==> config.mk <==
export PLATFORM = sky130hd
export DESIGN_NAME = nvram_host
export DESIGN_NICKNAME = d
export VERILOG_FILES = /design/src/core/nvram_host_pkg.sv /design/src/core/nvram_host.sv
export SDC_FILE = /design/constraint.sdc
export NUM_CORES = 1
export LEC_CHECK = 0
export BUFFER_PORTS_ARGS = -buffer_cell sky130_fd_sc_hd__buf_2
export CORE_ASPECT_RATIO = 1.1
export CORE_MARGIN = 2
export CORE_UTILIZATION = 41
export CTS_BUF_LIST = sky130_fd_sc_hd__clkbuf_4
export DETAILED_ROUTE_END_ITERATION = 12
export GPL_ROUTABILITY_DRIVEN = 1
export PLACE_DENSITY = 0.63
export SLEW_MARGIN = 20
export SYNTH_ARGS = -nofsm -noshare
export SYNTH_HDL_FRONTEND = slang
export SYNTH_SLANG_ARGS = --single-unit
==> constraint.sdc <==
create_clock -name i_clk -period 2.3 [get_ports i_clk]
set_clock_uncertainty 0.2 [all_clocks]
set_input_delay 0.23 -clock i_clk [delete_from_list [all_inputs] [get_ports i_clk]]
set_output_delay 0.23 -clock i_clk [all_outputs]
set_load 0.1 [all_outputs]
==> src/core/nvram_host_pkg.sv <==
/*
 Constants for the byte-wide nonvolatile memory host controller.
 Assumes a 250 MHz clock; all pin timing is counted in whole cycles.
*/
package nvram_host_pkg;
	localparam int CLK_PERIOD_NS = 4;
	localparam int ADDR_W = 21;
	localparam int DATA_W = 8;
	// Startup delay after supply good
	localparam int STARTUP_MS = 2;
	localparam int STARTUP_CYC = (STARTUP_MS * 1000000 + CLK_PERIOD_NS - 1) / CLK_PERIOD_NS;
	// Least times, rounded up to cycles
	localparam int CYCLE_NS = 35;
	localparam int CYCLE_CYC = (CYCLE_NS + CLK_PERIOD_NS - 1) / CLK_PERIOD_NS;
	localparam int WPULSE_NS = 15;
	localparam int WPULSE_CYC = (WPULSE_NS + CLK_PERIOD_NS - 1) / CLK_PERIOD_NS;
	localparam int ADDR_TO_WEND_NS = 20;
	localparam int ADDR_TO_WEND_CYC = (ADDR_TO_WEND_NS + CLK_PERIOD_NS - 1) / CLK_PERIOD_NS;
	localparam int DATA_SETUP_NS = 10;
	localparam int DATA_SETUP_CYC = (DATA_SETUP_NS + CLK_PERIOD_NS - 1) / CLK_PERIOD_NS;
	localparam int HIGH_HOLD_NS = 2;
	localparam int HIGH_HOLD_CYC = (HIGH_HOLD_NS + CLK_PERIOD_NS - 1) / CLK_PERIOD_NS;
	// Read: address access time plus one cycle to register the data
	localparam int ACCESS_NS = 35;
	localparam int ACCESS_CYC = (ACCESS_NS + CLK_PERIOD_NS - 1) / CLK_PERIOD_NS + 1;
	// Release time of device outputs before the host drives the bus
	localparam int RELEASE_NS = 15;
	localparam int RELEASE_CYC = (RELEASE_NS + CLK_PERIOD_NS - 1) / CLK_PERIOD_NS;
	localparam int CNT_W = 20;
	typedef enum logic [2:0] {
		ST_STARTUP = 3'h0,
		ST_IDLE = 3'h1,
		ST_READ = 3'h2,
		ST_WRITE = 3'h3,
		ST_RECOVER = 3'h4
	} state_t;
endpackage

==> src/core/nvram_host.sv <==
/*
 Host controller for an asynchronous SRAM-style nonvolatile byte memory.
 Assumes i_supply_ok is synchronous and low while the supply is below the
 write-inhibit level; pins are registered, so timing holds at the device.
*/
`timescale 1ns/1ns
`default_nettype none
module nvram_host #(
	parameter int STARTUP_CYCLES = nvram_host_pkg::STARTUP_CYC
) (
	input wire logic i_clk,
	input wire logic i_nrst,
	input wire logic i_supply_ok,
	input wire logic i_req,
	input wire logic i_we,
	input wire logic [nvram_host_pkg::ADDR_W-1:0] i_addr,
	input wire logic [nvram_host_pkg::DATA_W-1:0] i_wdata,
	output logic o_ready,
	output logic o_busy,
	output logic o_rvalid,
	output logic [nvram_host_pkg::DATA_W-1:0] o_rdata,
	output logic [nvram_host_pkg::ADDR_W-1:0] o_mem_addr,
	output logic o_mem_cs_n,
	output logic o_mem_we_n,
	output logic o_mem_oe_n,
	output logic [nvram_host_pkg::DATA_W-1:0] o_mem_dq,
	output logic o_mem_dq_oe,
	input wire logic [nvram_host_pkg::DATA_W-1:0] i_mem_dq
);
	import nvram_host_pkg::*;

	// ----------------------------------------
	// Sequencer
	// ----------------------------------------
	state_t state_reg;
	logic [CNT_W-1:0] cnt_reg;
	logic [CNT_W-1:0] gap_reg;
	logic [CNT_W-1:0] hold_reg;

	assign o_ready = (state_reg == ST_IDLE) && (gap_reg == '0) && (hold_reg == '0) && i_supply_ok;
	assign o_busy = (state_reg != ST_IDLE);

	always_ff @(posedge i_clk)
	begin
		if (!i_nrst || !i_supply_ok)
		begin
			state_reg <= ST_STARTUP;
			cnt_reg <= '0;
		end
		else
		begin
			case (state_reg)
				ST_STARTUP:
				begin
					if (cnt_reg == CNT_W'(STARTUP_CYCLES - 1))
					begin
						state_reg <= ST_IDLE;
						cnt_reg <= '0;
					end
					else
						cnt_reg <= cnt_reg + 1'b1;
				end
				ST_IDLE:
				begin
					cnt_reg <= '0;
					if (o_ready && i_req)
						state_reg <= i_we ? ST_WRITE : ST_READ;
				end
				ST_READ:
				begin
					cnt_reg <= cnt_reg + 1'b1;
					if (cnt_reg == CNT_W'(ACCESS_CYC - 1))
					begin
						state_reg <= ST_RECOVER;
						cnt_reg <= '0;
					end
				end
				ST_WRITE:
				begin
					cnt_reg <= cnt_reg + 1'b1;
					// Strobe low long enough for pulse, address and data setup
					if (cnt_reg == CNT_W'(WPULSE_CYC + 1))
					begin
						state_reg <= ST_RECOVER;
						cnt_reg <= '0;
					end
				end
				ST_RECOVER:
				begin
					// Lets the device release the bus before anything else
					cnt_reg <= cnt_reg + 1'b1;
					if (cnt_reg == CNT_W'(RELEASE_CYC - 1))
					begin
						state_reg <= ST_IDLE;
						cnt_reg <= '0;
					end
				end
				default:
				begin
					state_reg <= ST_STARTUP;
					cnt_reg <= '0;
				end
			endcase
		end
	end

	// ----------------------------------------
	// Cycle spacing and strobe high time
	// ----------------------------------------
	// Spacing runs from each take, so reads and writes pace alike
	always_ff @(posedge i_clk)
	begin
		if (!i_nrst)
			gap_reg <= '0;
		else if (o_ready && i_req)
			gap_reg <= CNT_W'(CYCLE_CYC - 1);
		else if (gap_reg != '0)
			gap_reg <= gap_reg - 1'b1;
	end

	always_ff @(posedge i_clk)
	begin
		if (!i_nrst)
			hold_reg <= '0;
		// Reloaded through recovery, so strobes idle high past their minimum
		else if (state_reg == ST_RECOVER)
			hold_reg <= CNT_W'(HIGH_HOLD_CYC);
		else if (hold_reg != '0)
			hold_reg <= hold_reg - 1'b1;
	end

	// ----------------------------------------
	// Pins
	// ----------------------------------------
	// Supply loss parks every strobe high at the first clock edge that sees it
	always_ff @(posedge i_clk)
	begin
		if (!i_nrst || !i_supply_ok)
		begin
			o_mem_cs_n <= 1'b1;
			o_mem_we_n <= 1'b1;
			o_mem_oe_n <= 1'b1;
		end
		else
		begin
			o_mem_cs_n <= !((state_reg == ST_READ) || (state_reg == ST_WRITE)
				|| (o_ready && i_req));
			// Strobe falls one cycle after select and address: zero setup kept
			o_mem_we_n <= !((state_reg == ST_WRITE) && (cnt_reg <= CNT_W'(WPULSE_CYC)));
			o_mem_oe_n <= !(state_reg == ST_READ);
		end
	end

	always_ff @(posedge i_clk)
	begin
		if (!i_nrst)
		begin
			o_mem_addr <= '0;
			o_mem_dq <= '0;
		end
		else if (o_ready && i_req)
		begin
			o_mem_addr <= i_addr;
			o_mem_dq <= i_wdata;
		end
	end

	// Host drives the bus only through the write, released with strobe end
	always_ff @(posedge i_clk)
	begin
		if (!i_nrst || !i_supply_ok)
			o_mem_dq_oe <= 1'b0;
		else
			o_mem_dq_oe <= (state_reg == ST_WRITE) && (cnt_reg <= CNT_W'(WPULSE_CYC));
	end

	// ----------------------------------------
	// Read capture
	// ----------------------------------------
	always_ff @(posedge i_clk)
	begin
		if (!i_nrst)
		begin
			o_rvalid <= 1'b0;
			o_rdata <= '0;
		end
		// Supply loss aborts a read: no pulse for data from an unpowered part
		else if (!i_supply_ok)
			o_rvalid <= 1'b0;
		else
		begin
			o_rvalid <= 1'b0;
			if ((state_reg == ST_READ) && (cnt_reg == CNT_W'(ACCESS_CYC - 1)))
			begin
				o_rdata <= i_mem_dq;
				o_rvalid <= 1'b1;
			end
		end
	end
endmodule
`default_nettype wire

==> impl_metrics.csv <==
group,metric,value,unit
routing,antenna_left,0,
placed_design,pre_cts_slack,-166,ps
worst_setup_path,cp-end-kind,"output pin",
die,die_width,108,microns
cells_and_area,finalNetCount,783,
worst_setup_path,cp-startpoint,"gap_reg[8]",
routing,wl_met3,378,microns
synth,ys_async_sr_fraction,0,%
timing,period_share,124,%
die,start_util,42.3,%
global_routing,antenna_found_initial,1,
global_routing,grt_max_degree,38,
routing,via_count,4490,
worst_setup_path,r2r_start,"gap_reg[8]",
synth,syn_area_per_cell,8.84,sq um
worst_setup_path,path_class,"flip-flop to output pin",
die,dieArea,12800,sq um
routing,drt-vias-per-instance,5.04,
die,rows,41,
worst_setup_path,cp_max_fo,2,
synth,synth_edf_count,0,
outcome,outcome,"finished with violations",
timing,setup_violations,51,
die,io_pins,86,
routing,drtPass1Iterations,4,
global_routing,grt_usage,19.3,%
placed_design,place_congestion,0.802,
synth,yosys.cell_types.count,56,
synth,yosysWarnings,0,
routing,wl_per_cell,14.2,microns
cells_and_area,fillers,1007,
placed_design,place_area,5990,sq um
die,die_h,118,microns
timing,rsz0062_at_grt,"true",
cells_and_area,final_cell_mix,"dfxtp_1, buf_2, nand2_1",
worst_hold_path,hold_class,"input pin to flip-flop",
timing,drv_slew,0,
synth,synth.cell_area,4880,sq um
worst_setup_path,crit_arrival,2420,ps
placed_design,dp_hpwl,8.34,mm
routing,highest-signal-layer,"met4",
worst_setup_path,regToRegSetupSlack,-370,ps
timing,slew_headroom,64.9,%
global_routing,grt_pass1_vias,4404,
die,coreArea,11500,sq um
timing,hold_violations,0,
worst_setup_path,r2r_cells,7,
outcome,violations,"setup timing",
pwr,leakagePower,0.00270,uW
cts,cts_tree,"yes",
worst_setup_path,required,1870,ps
placed_design,numPortBuffers,85,
timing,setup_ws,-552,ps
cts,cts_buffers,9,
cts,cts_sinks,105,
routing,met2_length,6.50,mm
pwr,vdd_ir_drop_max,0.697,mV
cts,clk_latency,490,ps
synth,ys_ff_latch,105,
routing,route.detailed.drc,0,
worst_hold_path,min_to,"state_reg[0]",
pwr,p_total,8160,uW
run,maxCapViolCount,0,
cts,clock-root-buffer,"clkbuf_4",
cts,clock_path_buffers,2,
pwr,powerDensity,1180,nW/um^2
timing,worst_pin_slew,513,ps
synth,synthCells,552,
cells_and_area,final_cell_area,6900,sq um
synth,synth-seq-area-share,43.1,%
routing,met1Wirelength,5.44,mm
cts,path_clk_slew,160,ps
worst_setup_path,r2r_end,"o_mem_dq[6]",
global_routing,grt_pass1_wl,20.1,mm
routing,drt-initial-drc-count,223,
routing,routed_wl,12.7,mm
cells_and_area,layout_commonest_cell,"dfxtp_1",
timing,post-route-min-period,2850,ps
cells_and_area,area_growth,41.4,%
cells_and_area,regMostFlops,"o_mem_addr",
cells_and_area,layout-drive-gt1-share,35.6,%
synth,syn_nets,601,
cts,htree_levels,3,
global_routing,grt-ovfl-total,0,
worst_hold_path,hold_path_depth,6,
timing,tns,-14550,ps
cells_and_area,largest_reg_flops,21,
worst_setup_path,cp-start-kind,"flip-flop",
timing,max_freq,0.351,GHz
synth,synthFlopType,"dfxtp_1",
worst_hold_path,hp-start,"i_req",
report_power, final:
part | internal [uW] | switching, uW | leakage [uW] | total [uW]
sequential | 2150 | 244 | 0.000854 | 2390
combinational | 2440 | 2460 | 0.00178 | 4900
clock | 233 | 640 | 0.0000713 | 873
synthesized netlist by cell type (5+ instances only):
cell	instances	share of area [%]
o211ai_1	7	1.1
clkbuf_1	22	1.7
xor2_1	15	2.7
dfxtp_1	105	43
mux2i_1	10	2.1
o21ai_0	5	0.51
nor3_1	22	2.3
xnor2_1	34	6.1
a21oi_1	6	0.62
nand3_1	16	1.6
or4_1	6	0.92
nor4_1	10	1.3
a21boi_2	29	6.7
or3_1	8	1.0
nor2_1	71	5.5
nand4_1	7	0.90
nand2_1	82	6.3
ha_1	7	1.8
inv_1	13	1.0
nor2b_1	14	1.8
a211oi_1	8	1.2
cells by family (layout without fill, tap and decap cells):
family,after synthesis,count (layout),synth area share (%)
other,0,1,0
AO/OA/AOI/OAI,76,76,13.9
XOR/XNOR,49,49,8.79
AND/OR/NAND/NOR,263,263,26.3
adder cells (fa/ha/maj),7,7,1.79
multiplexers,10,10,2.05
buffers and inverters,42,229,4.08
flip-flops,105,105,43.1
critical path: stages (launching register included):
cell and delay, ps:
dfxtp_1 350, or4_4 540, buf_6 140, nor4_4 280, buf_4 190, nand2_4 50, nor3_4 200, buf_12 210
worst max path at each step:
stage,cells after the start,end,slack [ps]
2_1_floorplan,5,o_ready,-230
3_3_place_gp,5,gap_reg[12],-110
3_5_place_dp,6,o_mem_addr[15],-170
4_1_cts,7,o_ready,-580
5_1_grt,7,o_ready,-620
6_report,7,o_ready,-550
area by class of cell:
cell class,count,area [sq um],share of cell area [%]
sequential,105,2110,30.6
multi-input combinational,405,2880,41.7
tap,150,188,2.72
antenna,1,2.50,0.0363
inverter,13,48.8,0.707
clock buffer,9,67.6,0.979
timing repair buffer,200,1560,22.6
clock inverter,7,50.0,0.725
repair_timing:
item                                   in CTS  in global routing
setup endpoints to repair                  52                 75
setup buffers                               2                  3
endpoints found under the hold margin      40                  0
resized for setup                          22                 33
pin swaps                                   3                 22
gates cloned                                0                  5
hold buffers                               40                  0
per-layer routing:
| metal | up-vias | GRT usage [%] |
|---|---|---|
| met4 | 0 | 8.81 |
| met1 | 2107 | 22.8 |
| met2 | 96 | 33.8 |
| met3 | 23 | 3.09 |
| li1 | 2264 | - |
| met5 | - | 0 |
stage by stage:
stage	instances	hold WS, ps	util (%)
6_report	890	110	59.8
5_1_grt	890	121	59.8
4_1_cts	883	80.4	57.4
3_5_place_dp	825	251	51.9
3_3_place_gp	825	242	51.9
2_1_floorplan	552	182	-
No activity file was read; power rests on OpenSTA's default activity.
